`src/logic/led_cfg_pkg.sv`:
```
/*
 * Shared constants and types of the dimming configuration register bank.
 * Assumes a 20 MHz system clock and the register layout listed here.
 */
package led_cfg_pkg;

    localparam int CLK_HZ = 20_000_000;
    localparam int FIXED_RATE_HZ = 26_000;
    localparam logic [9:0] RATE_CYC = 10'(CLK_HZ / FIXED_RATE_HZ);
    localparam logic [9:0] RATE_LAST = RATE_CYC - 10'h001;

    localparam logic [6:0] TARGET_ADDR = 7'h31;
    localparam logic [3:0] BYTE_BITS = 4'h8;

    localparam int NUM_SLOTS = 17;
    localparam int SLOT_DIM = 0;
    localparam int SLOT_CUR = 2;
    localparam int SLOT_BLO = 4;
    localparam int SLOT_BHI = 5;
    localparam int SLOT_OTP = 16;
    localparam int OTP_GO_BIT = 0;
    localparam logic [2:0] OTP_WORDS = 3'h4;

    localparam logic [NUM_SLOTS-1:0][7:0] SLOT_ADDR = {
        8'h60, 8'h51, 8'h50, 8'h0E, 8'h0D, 8'h0B, 8'h0A, 8'h09, 8'h08,
        8'h07, 8'h06, 8'h05, 8'h04, 8'h03, 8'h02, 8'h01, 8'h00};
    localparam logic [NUM_SLOTS-1:0][7:0] SLOT_RST = {
        8'h00, 8'h00, 8'h06, 8'h00, 8'h00, 8'h00, 8'h04, 8'h1C, 8'h00,
        8'h00, 8'h00, 8'h00, 8'h00, 8'h00, 8'h92, 8'h76, 8'h4C};
    localparam logic [NUM_SLOTS-1:0] SLOT_WRITABLE = 17'h13FFF;

    localparam logic [1:0] DUTY_ZERO = 2'h0;
    localparam logic [3:0][2:0] DUTY_SIXTEENTHS = {3'h4, 3'h2, 3'h1, 3'h0};
    localparam logic [15:0] BRIGHT_FULL = 16'h0400;

    typedef logic [4:0] slot_t;

    typedef struct packed {
        logic fixed_rate;
        logic [1:0] edge_rate;
        logic spread;
        logic [1:0] change_duty;
        logic bright_sel;
        logic mode;
    } dim_ctrl_t;

    typedef enum logic [1:0] {
        DIM_PWM = 2'b00,
        DIM_DC = 2'b01,
        DIM_MIXED = 2'b10
    } dim_mode_t;

    typedef enum logic [2:0] {
        I_IDLE = 3'b000,
        I_ADDR = 3'b001,
        I_ACK = 3'b010,
        I_REG = 3'b011,
        I_WDATA = 3'b100,
        I_RDATA = 3'b101,
        I_RACK = 3'b110
    } i2c_state_t;

    typedef enum logic [1:0] {
        OTP_LOAD = 2'b00,
        OTP_IDLE = 2'b01,
        OTP_PROG = 2'b10
    } otp_state_t;

endpackage : led_cfg_pkg

```
`src/logic/otp_store.sv`:
```
/*
 * One-time storage for the first four configuration bytes, with a
 * programmed flag per word and registered read data.
 * Assumes the caller clears the flags only at power-on.
 */
`timescale 1ns/100ps
module otp_store (
    // clock and power-on clear
    input wire logic clk,
    input wire logic fuse_clear,
    // program port
    input wire logic we,
    input wire logic [1:0] waddr,
    input wire logic [7:0] wdata,
    // read port
    input wire logic [1:0] raddr,
    output logic [7:0] rdata,
    output logic rprog
);
    logic [7:0] mem [4];
    logic [3:0] burnt_reg;

    always_ff @(posedge clk) begin
        if (we) begin
            mem[waddr] <= wdata;
        end
        rdata <= mem[raddr];
    end

    // flags survive system reset; only power-on clears them
    always_ff @(posedge clk) begin
        if (fuse_clear) begin
            burnt_reg <= 4'h0;
            rprog <= 1'b0;
        end else begin
            if (we) begin
                burnt_reg[waddr] <= 1'b1;
            end
            rprog <= burnt_reg[raddr];
        end
    end
endmodule : otp_store

```
`src/logic/led_dimming_config_regs.sv`:
```
/*
 * I2C target register bank of a six-channel backlight driver: holds the
 * dimming controls, decodes the dimming mode and drives the sink stage.
 * Assumes open-drain SDA resolved outside, a 20 MHz clock, sync reset.
 */
// Contract
// - control bit 0 picks PWM (0) or mixed/DC (1) dimming, resetting to PWM.
// - control bits 3:2 set the mixed change duty 0, 6.25, 12.5 or 25 percent, reset 11.
// - with control bit 1 at 0, control bit 7 makes mixed output follow the pin rate (0) or a fixed 26 kHz (1).
// - mode bit 1 with change duty 00 means DC dimming, with no bit of its own.
// - registers dimming_control to regulator_and_compensation can be burnt into one-time storage as lasting settings.
// - all three dimming modes are chosen only through register dimming_control.
// - the bank answers I2C target address 0110001 at up to 400 kb/s.
// - control bit 1 takes brightness from the pin (0) or registers brightness_low_first/brightness_high_first (1).
// - in PWM mode with control bit 1 at 0 the sinks switch in step with the dimming input.
// - mixed mode below the threshold holds a quarter amplitude and chops on-time.
`timescale 1ns/100ps
module led_dimming_config_regs import led_cfg_pkg::*; (
    // clock and reset
    input wire logic SYS_CLK,
    input wire logic RESET,
    input wire logic FUSE_CLEAR,
    // i2c pins
    input wire logic SCL_IN,
    input wire logic SDA_IN,
    output logic SDA_OUT,
    output logic SDA_OE_N,
    // dimming input pin
    input wire logic DIM_IN,
    // sink stage
    output dim_ctrl_t DIM_CTRL,
    output dim_mode_t DIM_MODE,
    output logic LED_SINK_ON,
    output logic [7:0] LED_SINK_CURRENT,
    output logic OTP_BUSY
);
    logic [7:0] regs_reg [NUM_SLOTS];
    logic [2:0] scl_m_reg, sda_m_reg, dim_m_reg, clr_m_reg;
    logic scl_s, sda_s, dim_s, scl_d, sda_d, dim_d, fuse_clr;
    logic scl_rise, scl_fall, start, stop;
    i2c_state_t state_reg, ack_next_reg;
    logic [3:0] bit_cnt_reg;
    logic [7:0] shift_reg, ptr_reg, wr_data_reg, rd_byte;
    logic sda_oe_n_reg, wr_en_reg, ptr_hit;
    slot_t wr_slot_reg, ptr_slot, ld_idx;
    otp_state_t otp_state_reg;
    logic [2:0] ld_cnt_reg;
    logic ld_en, prog_done, otp_rprog;
    logic [7:0] otp_rdata;
    logic [15:0] period_cnt_reg, high_cnt_reg, period_lat_reg, high_lat_reg, num, den;
    logic [9:0] rate_cnt_reg;
    dim_ctrl_t ctrl;
    dim_mode_t mode_now;
    logic src_reg, duty_below, fixed_on, chopped, pwm_on;
    logic [7:0] cur_byte;

    // pins cross in two stages; the third stage only feeds edge detection
    always_ff @(posedge SYS_CLK) begin
        scl_m_reg <= {scl_m_reg[1:0], SCL_IN};
        sda_m_reg <= {sda_m_reg[1:0], SDA_IN};
        dim_m_reg <= {dim_m_reg[1:0], DIM_IN};
        clr_m_reg <= {clr_m_reg[1:0], FUSE_CLEAR};
    end
    assign scl_s = scl_m_reg[1];
    assign sda_s = sda_m_reg[1];
    assign dim_s = dim_m_reg[1];
    assign fuse_clr = clr_m_reg[1];
    assign scl_d = scl_m_reg[2];
    assign sda_d = sda_m_reg[2];
    assign dim_d = dim_m_reg[2];
    assign scl_rise = scl_s && !scl_d;
    assign scl_fall = !scl_s && scl_d;
    assign start = scl_s && scl_d && sda_d && !sda_s;
    assign stop = scl_s && scl_d && !sda_d && sda_s;

    function automatic logic [5:0] slot_of(input logic [7:0] a);
        logic [5:0] r;
        r = 6'h00;
        for (int i = 0; i < NUM_SLOTS; i++) begin
            if (SLOT_ADDR[i] == a) begin
                r = {1'b1, slot_t'(i)};
            end
        end
        return r;
    endfunction : slot_of

    assign {ptr_hit, ptr_slot} = slot_of(ptr_reg);
    assign rd_byte = ptr_hit ? regs_reg[ptr_slot] : 8'h00;

    // register slots: burnt load beats host write, host write beats self-clear
    for (genvar g = 0; g < NUM_SLOTS; g++) begin : slot_g
        always_ff @(posedge SYS_CLK) begin
            if (RESET) begin
                regs_reg[g] <= SLOT_RST[g];
            end else if (ld_en && ld_idx == slot_t'(g)) begin
                regs_reg[g] <= otp_rdata;
            end else if (wr_en_reg && wr_slot_reg == slot_t'(g) && SLOT_WRITABLE[g]) begin
                regs_reg[g] <= wr_data_reg;
            end else if (g == SLOT_OTP && prog_done) begin
                regs_reg[g][OTP_GO_BIT] <= 1'b0;
            end
        end
    end

    // i2c target
    always_ff @(posedge SYS_CLK) begin
        wr_en_reg <= 1'b0;
        if (RESET) begin
            state_reg <= I_IDLE;
            ack_next_reg <= I_IDLE;
            bit_cnt_reg <= 4'h0;
            shift_reg <= 8'h00;
            ptr_reg <= 8'h00;
            sda_oe_n_reg <= 1'b1;
            wr_slot_reg <= 5'h00;
            wr_data_reg <= 8'h00;
        end else if (start) begin
            state_reg <= I_ADDR;
            bit_cnt_reg <= 4'h0;
            sda_oe_n_reg <= 1'b1;
        end else if (stop) begin
            state_reg <= I_IDLE;
            sda_oe_n_reg <= 1'b1;
        end else begin
            case (state_reg)
                I_ADDR, I_REG, I_WDATA: begin
                    if (scl_rise) begin
                        shift_reg <= {shift_reg[6:0], sda_s};
                        bit_cnt_reg <= bit_cnt_reg + 4'h1;
                    end else if (scl_fall && bit_cnt_reg == BYTE_BITS) begin
                        bit_cnt_reg <= 4'h0;
                        sda_oe_n_reg <= 1'b0;
                        state_reg <= I_ACK;
                        case (state_reg)
                            I_ADDR: begin
                                ack_next_reg <= shift_reg[0] ? I_RDATA : I_REG;
                                if (shift_reg[7:1] != TARGET_ADDR) begin
                                    sda_oe_n_reg <= 1'b1;
                                    state_reg <= I_IDLE;
                                end
                            end
                            I_REG: begin
                                ptr_reg <= shift_reg;
                                ack_next_reg <= I_WDATA;
                            end
                            default: begin
                                wr_en_reg <= ptr_hit;
                                wr_slot_reg <= ptr_slot;
                                wr_data_reg <= shift_reg;
                                ptr_reg <= ptr_reg + 8'h01;
                                ack_next_reg <= I_WDATA;
                            end
                        endcase
                    end
                end
                I_ACK: begin
                    if (scl_fall) begin
                        state_reg <= ack_next_reg;
                        sda_oe_n_reg <= 1'b1;
                        if (ack_next_reg == I_RDATA) begin
                            shift_reg <= rd_byte;
                            sda_oe_n_reg <= rd_byte[7];
                        end
                    end
                end
                I_RDATA: begin
                    if (scl_fall) begin
                        if (bit_cnt_reg == BYTE_BITS - 4'h1) begin
                            bit_cnt_reg <= 4'h0;
                            sda_oe_n_reg <= 1'b1;
                            state_reg <= I_RACK;
                            ptr_reg <= ptr_reg + 8'h01;
                        end else begin
                            bit_cnt_reg <= bit_cnt_reg + 4'h1;
                            shift_reg <= {shift_reg[6:0], 1'b0};
                            sda_oe_n_reg <= shift_reg[6];
                        end
                    end
                end
                I_RACK: begin
                    if (scl_rise) begin
                        state_reg <= sda_s ? I_IDLE : I_ACK;
                    end
                end
                default: begin
                    state_reg <= I_IDLE;
                end
            endcase
        end
    end
    assign SDA_OE_N = sda_oe_n_reg;

    always_ff @(posedge SYS_CLK) begin
        SDA_OUT <= 1'b0;
    end

    // one-time storage: load after reset, burn on request
    assign prog_done = otp_state_reg == OTP_PROG && ld_cnt_reg == OTP_WORDS - 3'h1;
    assign ld_en = otp_state_reg == OTP_LOAD && ld_cnt_reg != 3'h0 && otp_rprog;
    assign ld_idx = slot_t'(ld_cnt_reg - 3'h1);

    always_ff @(posedge SYS_CLK) begin
        if (RESET) begin
            otp_state_reg <= OTP_LOAD;
            ld_cnt_reg <= 3'h0;
            OTP_BUSY <= 1'b1;
        end else begin
            OTP_BUSY <= otp_state_reg != OTP_IDLE;
            case (otp_state_reg)
                OTP_LOAD: begin
                    ld_cnt_reg <= ld_cnt_reg + 3'h1;
                    if (ld_cnt_reg == OTP_WORDS) begin
                        otp_state_reg <= OTP_IDLE;
                        ld_cnt_reg <= 3'h0;
                    end
                end
                OTP_IDLE: begin
                    if (regs_reg[SLOT_OTP][OTP_GO_BIT]) begin
                        otp_state_reg <= OTP_PROG;
                    end
                end
                OTP_PROG: begin
                    ld_cnt_reg <= ld_cnt_reg + 3'h1;
                    if (prog_done) begin
                        otp_state_reg <= OTP_IDLE;
                        ld_cnt_reg <= 3'h0;
                    end
                end
                default: begin
                    otp_state_reg <= OTP_IDLE;
                end
            endcase
        end
    end

    otp_store u_otp (
        .clk(SYS_CLK),
        .fuse_clear(fuse_clr),
        .we(otp_state_reg == OTP_PROG),
        .waddr(ld_cnt_reg[1:0]),
        .wdata(regs_reg[ld_cnt_reg[1:0]]),
        .raddr(ld_cnt_reg[1:0]),
        .rdata(otp_rdata),
        .rprog(otp_rprog)
    );

    // duty measurement of the dimming pin, saturating on a stuck pin
    always_ff @(posedge SYS_CLK) begin
        if (RESET) begin
            period_cnt_reg <= 16'h0000;
            high_cnt_reg <= 16'h0000;
            period_lat_reg <= 16'h0000;
            high_lat_reg <= 16'h0000;
        end else if (dim_s && !dim_d) begin
            period_lat_reg <= period_cnt_reg;
            high_lat_reg <= high_cnt_reg;
            period_cnt_reg <= 16'h0001;
            high_cnt_reg <= 16'h0001;
        end else begin
            if (period_cnt_reg != 16'hFFFF) begin
                period_cnt_reg <= period_cnt_reg + 16'h0001;
            end
            if (dim_s && high_cnt_reg != 16'hFFFF) begin
                high_cnt_reg <= high_cnt_reg + 16'h0001;
            end
        end
    end

    always_ff @(posedge SYS_CLK) begin
        if (RESET) begin
            rate_cnt_reg <= 10'h000;
        end else begin
            if (rate_cnt_reg == RATE_LAST) begin
                rate_cnt_reg <= 10'h000;
            end else begin
                rate_cnt_reg <= rate_cnt_reg + 10'h001;
            end
        end
    end

    assign ctrl = dim_ctrl_t'(regs_reg[SLOT_DIM]);
    assign cur_byte = regs_reg[SLOT_CUR];
    assign src_reg = ctrl.bright_sel;
    assign num = src_reg ? {6'h00, regs_reg[SLOT_BHI][1:0], regs_reg[SLOT_BLO]} : high_lat_reg;
    assign den = src_reg ? BRIGHT_FULL : period_lat_reg;
    assign duty_below = {num, 4'h0} < 20'(den) * 20'(DUTY_SIXTEENTHS[ctrl.change_duty]);
    assign fixed_on = 27'(rate_cnt_reg) * 27'(den) < 27'(num) * 27'(RATE_CYC);
    assign chopped = (src_reg || ctrl.fixed_rate) ? fixed_on : dim_s;
    assign pwm_on = src_reg ? fixed_on : dim_s;
    assign mode_now = !ctrl.mode ? DIM_PWM : (ctrl.change_duty == DUTY_ZERO ? DIM_DC : DIM_MIXED);

    // above threshold the duty-to-amplitude scaling sits in the analog stage
    always_ff @(posedge SYS_CLK) begin
        if (RESET) begin
            DIM_CTRL <= dim_ctrl_t'(SLOT_RST[SLOT_DIM]);
            DIM_MODE <= DIM_PWM;
            LED_SINK_ON <= 1'b0;
            LED_SINK_CURRENT <= 8'h00;
        end else begin
            DIM_CTRL <= ctrl;
            DIM_MODE <= mode_now;
            if (mode_now == DIM_PWM) begin
                LED_SINK_ON <= pwm_on;
                LED_SINK_CURRENT <= cur_byte;
            end else if (duty_below) begin
                LED_SINK_ON <= chopped;
                LED_SINK_CURRENT <= {2'b00, cur_byte[7:2]};
            end else begin
                LED_SINK_ON <= 1'b1;
                LED_SINK_CURRENT <= cur_byte;
            end
        end
    end
endmodule : led_dimming_config_regs

```
`config.mk`:
```
export PLATFORM = sky130hd
export DESIGN_NAME = led_dimming_config_regs
export DESIGN_NICKNAME = d
export VERILOG_FILES = /design/src/logic/led_cfg_pkg.sv /design/src/logic/otp_store.sv /design/src/logic/led_dimming_config_regs.sv
export SDC_FILE = /design/constraint.sdc
export NUM_CORES = 1
export LEC_CHECK = 0
export ABC_AREA = 1
export BUFFER_PORTS_ARGS = -buffer_cell sky130_fd_sc_hd__buf_2
export CORE_MARGIN = 3
export CORE_UTILIZATION = 25
export CTS_CLUSTER_DIAMETER = 50
export CTS_CLUSTER_SIZE = 12
export DETAILED_ROUTE_END_ITERATION = 6
export GPL_TIMING_DRIVEN = 0
export HOLD_SLACK_MARGIN = 0.15
export SLEW_MARGIN = 25
export SYNTH_ARGS = -nofsm -noshare
export SYNTH_HDL_FRONTEND = slang
export SYNTH_SLANG_ARGS = --single-unit
```
`constraint.sdc`:
```
create_clock -name SYS_CLK -period 10.8 [get_ports SYS_CLK]
set_input_delay 0.54 -clock SYS_CLK [delete_from_list [all_inputs] [get_ports SYS_CLK]]
set_output_delay 0.54 -clock SYS_CLK [all_outputs]
set_load 0.01 [all_outputs]
```
# Word level (Yosys, flattened, before mapping)
# Memories as Yosys holds them, arrays and structs flattened. A register that Yosys moved wholly into a read port is not among the register bits.
# Index checks and enable logic that the tools add are counted.
# totals
ff_bits,156
ramBits,168
output_inout_bits,22
elab_cells,496
n_memories,2
# memory_table
memory,depth,word_bits,rd,rd_clocked_by_memory_dff,wr,line,source
regs_reg,17,8,7,1,17,led_dimming_config_regs.sv:37,logic [7:0] regs_reg [NUM_SLOTS];
u_otp.mem,4,8,1,1,1,otp_store.sv:20,logic [7:0] mem [4];
# op_classes
n_addsub,7
mul,3
magnitude_cmp,5
n_eq_ne,84
muxes,240
bitwise,40
reduce_logical,80
# ops
cell,count
$mux 8,44
$mux 1,141
$mux 6,17
$eq 5x4->1 const B,14
$eq 4x8->1 const A,6
$logic_and 1x1->1,46
$eq 5x3->1 const B,8
$mux 3,11
$or 1x1->1,33
$add 16x1->16 const B,2
$eq 3x8->1 const A,4
$mux 16,2
$ne 16x16->1 const B,2
$pmux 8 s2,2
$lt 26x26->1,1
$mul 10x16->26,1
$mul 16x10->26 const B,1
$eq 7x8->1 const A,3
$ne 2x2->1 const B,12
$ne 4x4->1 const B,6
$pmux 8 s3,1
$eq 5x2->1 const B,4
$lt 20x19->1,1
$mux 2,10
49 further kinds,87

# Longest topological paths before layout
# An unclocked memory read counts as a cell.
# logic_depth
ltp_word,23
ltp_mapped,38

# Cells and area by module
# From an unflattened synthesis, not the netlist that was laid out.
# hier_totals
cells_unflattened,2881
area_unflattened_um2,23465.0
# by_module_without_submodules
module,instances,cells_per_inst,area_each_um2,seq_area_each_um2
led_dimming_config_regs,1,2757,21866.0,6666.4
otp_store,1,124,1599.0,1221.2

# Least setup slack after synthesis
# OpenSTA, ideal clock, no wires.
# synth_path
kind,flip-flop to flip-flop
from,memory regs_reg[0][1]
to,register LED_SINK_ON
setup_time_ns,0.074
t_arrival_ns,6.586
required_ns,10.726
slack_ns,4.140
stages_incl_launch_ff,37
path_buffers,1
synth_period_minus_slack_ns,6.660
path_cell_list,edfxtp_1 inv_2 clkbuf_1 nand2_1 inv_1 nand2_1 fa_1 fa_1 inv_1 fa_1 fa_1 inv_1 fa_1 inv_1 ha_1 a21oi_1 o21ai_0 nand2_1 o211ai_1 a21oi_1 inv_1 a21oi_1 o21ai_1 a21oi_1 nor2_1 nor2_1 xnor2_1 ha_1 nand2_1 inv_1 nand3_1 o221ai_1 a21oi_1 o21ai_0 nand3_1 nand2_1 o21ai_0
# synth_rtl
element,line,source
"start, declared",led_dimming_config_regs.sv:37,
"end signal, assigned",led_dimming_config_regs.sv:303,LED_SINK_ON <= pwm_on;
"end signal, assigned",led_dimming_config_regs.sv:306,LED_SINK_ON <= chopped;
"end, declared",led_dimming_config_regs.sv:33,"output logic LED_SINK_ON,"

==> insert_results.sql <==
INSERT INTO impl_metrics (metric_group, metric, value, unit) VALUES
('cells_and_area', 'flip_flop_count_of_the_largest_register_all_copies_and_words_added', '120', ''),
('cells_and_area', 'finish.net_count', '3302', ''),
('sta', 'totalNegativeSetupSlack', '0', 'ps'),
('sta', 'rsz0062_at_grt', 'no', ''),
('drt', 'num_vias', '19900', ''),
('worst_hold_path', 'hold_depth', '0', ''),
('cells_and_area', 'fin_util', '0.285', ''),
('synthesis', 'synth_edf_count', '152', ''),
('drt', 'detail_route.vias_per_cell', '4.73', ''),
('critical_path', 'cp_num_cells', '36', ''),
('sta', 'fin_ws', '2260', 'ps'),
('placed_design', 'dp_hpwl', '52900', 'um'),
('synthesis', 'dominantRegCellSynth', 'sky130_fd_sc_hd__dfxtp_1', ''),
('drt', 'route.detailed.wl_per_inst', '16.1', 'um'),
('cts', 'cts_hold_buffers', '4', ''),
('cts', 'worstSkewPairLatency', '560', 'ps'),
('synthesis', 'yosysWarnings', '0', ''),
('power', 'power_density', '138', 'nW/um^2'),
('synthesis', 'area_of_the_mapped_netlist', '23300', 'sq um'),
('cts', 'cts_max_path_buffers', '3', ''),
('placed_design', 'io_buffers', '26', ''),
('critical_path', 'critPathMaxFanout', '10', ''),
('global_route', 'grt_pass1_vias', '19300', ''),
('run', 'maxCapViolations', '0', ''),
('cts', 'cts_root_buffer', 'sky130_fd_sc_hd__clkbuf_16', ''),
('synthesis', 'synth-seq-cells', '318', ''),
('critical_path', 'worst-endpoint-arrival', '9010', 'ps'),
('synthesis', 'synth_nets', '3232', ''),
('power', 'report.power.total', '3.63', 'mW'),
('synthesis', 'synth_cells', '2871', ''),
('sta', 'finalMaxSlewViolations', '0', ''),
('floorplan', 'dieHeight', '311', 'um'),
('drt', 'antenna_violating_nets_post_route', '0', ''),
('sta', 'number_of_hold_violations_in_the_final_report', '0', ''),
('critical_path', 'timing.critical_path.slowest_stage_cell', 'sky130_fd_sc_hd__fa_1', ''),
('power', 'cellLeakagePower', '11.6', 'nW'),
('floorplan', 'rows', '111', ''),
('critical_path', 'critical_path.max_stage_delay', '550', 'ps'),
('cts', 'clk_pin_slew_worst_paths', '60', 'ps'),
('sta', 'worst_pin_slew', '939', 'ps'),
('floorplan', 'core', '92100', 'sq um'),
('drt', 'finalWirelength', '67800', 'um'),
('floorplan', 'dieWidth', '311', 'um'),
('cells_and_area', 'final_cell_area', '26200', 'sq um'),
('global_route', 'global_route_wire_length_before_repair', '106000', 'um'),
('cells_and_area', 'number_of_diodes_added_for_antenna_fixing', '0', ''),
('critical_path', 'path_buf_inv', '8', ''),
('synthesis', 'asyncSetResetFlopFracSynth', '0', ''),
('sta', 'timing.fmax', '117', 'MHz'),
('critical_path', 'worstRegToRegCells', '36', ''),
('synthesis', 'synth.yosys.seq_area_share', '0.338', ''),
('global_route', 'grt_antenna_before_repair', '2', ''),
('placed_design', 'post_placement_setup_slack', '2330', 'ps'),
('cts', 'clock-sinks', '318', ''),
('cts', 'tritoncts', 'done', ''),
('critical_path', 'critical_path.top_delay_family', 'adder cells', ''),
('floorplan', 'die_outline_area', '97000', 'sq um'),
('sta', 'finalCriticalPeriod', '8540', 'ps'),
('floorplan', 'num_io_pins', '28', ''),
('critical_path', 'critical_path_class', 'reg -> reg', ''),
('worst_hold_path', 'min-delay-path-class', 'reg -> reg', ''),
('cts', 'post_cts.repair.setup_buffers', '0', ''),
('critical_path', 'cp_common_cell', 'sky130_fd_sc_hd__inv_1', ''),
('sta', 'finClkSkew', '17.7', 'ps'),
('cts', 'post_cts_resize_count', '0', ''),
('cts', 'cts_made_buffers', '38', ''),
('synthesis', 'ys_types', '60', ''),
('global_route', 'grt_max_degree', '14', ''),
('drt', 'detailed_router_iteration_count_before_antenna_repair', '5', ''),
('status', 'run_status', 'finished clean', ''),
('drt', 'initialDrtViolationCount', '1951', '');
stage by stage:
stage / hold WS [ps] / cells
2_1_floorplan: 310 / 2871
3_3_place_gp: 311 / 4140
3_5_place_dp: 313 / 4140
4_1_cts: 327 / 4212
5_1_grt: 331 / 4212
6_report: 326 / 4212
layout by cell type (no fill, tap or decap), types with 39 or more instances in the layout:
master / instances
sky130_fd_sc_hd__nor2_1: 347
sky130_fd_sc_hd__o21ai_0: 173
sky130_fd_sc_hd__nand2_1: 476
sky130_fd_sc_hd__fa_1: 129
sky130_fd_sc_hd__edfxtp_1: 152
sky130_fd_sc_hd__buf_2: 39
sky130_fd_sc_hd__dfxtp_1: 166
sky130_fd_sc_hd__a21oi_1: 203
sky130_fd_sc_hd__o22ai_1: 66
sky130_fd_sc_hd__clkbuf_1: 77
sky130_fd_sc_hd__nor3_1: 48
sky130_fd_sc_hd__clkbuf_16: 39
sky130_fd_sc_hd__xor2_1: 48
sky130_fd_sc_hd__nand3_1: 127
sky130_fd_sc_hd__ha_1: 226
sky130_fd_sc_hd__inv_1: 445
layer usage:
layer	wire [um]	up-vias	GRT usage
met3	4380	138	0.0189
met2	31100	649	0.222
met1	30100	9572	0.184
li1	-	9581	-
met5	13	-	0
met4	2150	2	0.0488
cells by family (layout without fill, tap and decap cells):
family | after synthesis | in the layout | synth area share
AO/OA/AOI/OAI | 524 | 524 | 0.127
XOR/XNOR | 63 | 63 | 0.0236
adder cells (fa/ha/maj) | 355 | 355 | 0.232
buffers and inverters | 554 | 652 | 0.0911
flip-flops | 318 | 318 | 0.338
other | 1 | 1 | 0.000161
AND/OR/NAND/NOR | 1056 | 1056 | 0.189
Yosys cell counts, types with 7 or more instances:
| cell type | count | area [sq um] |
|---|---|---|
| sky130_fd_sc_hd__nand2_1 | 476 | 1790 |
| sky130_fd_sc_hd__inv_1 | 445 | 1670 |
| sky130_fd_sc_hd__nor2_1 | 347 | 1300 |
| sky130_fd_sc_hd__ha_1 | 226 | 2830 |
| sky130_fd_sc_hd__a21oi_1 | 203 | 1020 |
| sky130_fd_sc_hd__o21ai_0 | 174 | 871 |
| sky130_fd_sc_hd__dfxtp_1 | 166 | 3320 |
| sky130_fd_sc_hd__edfxtp_1 | 152 | 4560 |
| sky130_fd_sc_hd__fa_1 | 129 | 2580 |
| sky130_fd_sc_hd__nand3_1 | 127 | 636 |
| sky130_fd_sc_hd__clkbuf_1 | 67 | 251 |
| sky130_fd_sc_hd__o22ai_1 | 66 | 413 |
| sky130_fd_sc_hd__nor3_1 | 48 | 240 |
| sky130_fd_sc_hd__xor2_1 | 48 | 420 |
| sky130_fd_sc_hd__nand4_1 | 17 | 106 |
| sky130_fd_sc_hd__o211ai_1 | 17 | 128 |
| sky130_fd_sc_hd__xnor2_1 | 15 | 131 |
| sky130_fd_sc_hd__buf_2 | 13 | 65.1 |
| sky130_fd_sc_hd__inv_2 | 13 | 48.8 |
| sky130_fd_sc_hd__a211oi_1 | 10 | 75.1 |
| sky130_fd_sc_hd__o221ai_1 | 10 | 87.6 |
| sky130_fd_sc_hd__or2_2 | 9 | 56.3 |
| sky130_fd_sc_hd__clkinv_1 | 7 | 26.3 |
| sky130_fd_sc_hd__nor4_1 | 7 | 43.8 |
worst paths after layout:
| path | from | end | slack, ps |
|---|---|---|---|
| worst max-delay path | regs_reg[0][1] | LED_SINK_ON | 2260 |
| worst min-delay path | clr_m_reg[0] | clr_m_reg[1] | 330 |
| worst max register to register | regs_reg[0][1] | LED_SINK_ON | 2260 |
| worst min register to register | clr_m_reg[0] | clr_m_reg[1] | 330 |
worst reg2reg max path: cells and delay by family, from the launching register on:
| kind | cells | cell delay [ps] |
|---|---|---|
| compound gates | 11 | 2090 |
| flops | 1 | 480 |
| simple gates | 9 | 1130 |
| xor+xnor | 1 | 150 |
| fa+ha+maj | 7 | 3270 |
| buf+inv | 8 | 1340 |
area by class of cell:
class / count / area (sq um)
Sequential cell: 318 / 7890
Fill cell: 9932 / 65800
Timing Repair Buffer: 30 / 170
Multi-Input combinational cell: 1999 / 13300
Clock buffer: 52 / 1050
Buffer: 88 / 373
Tap cell: 1243 / 1560
Clock inverter: 16 / 128
Inverter: 466 / 1750
report_power, final:
part | leakage (nW) | internal (mW) | switching (mW)
Clock | 0.574 | 0.690 | 0.528
Combinational | 8.20 | 0.278 | 0.696
Sequential | 2.80 | 1.36 | 0.0718
Note: power is estimated with default switching activity, not from simulation.
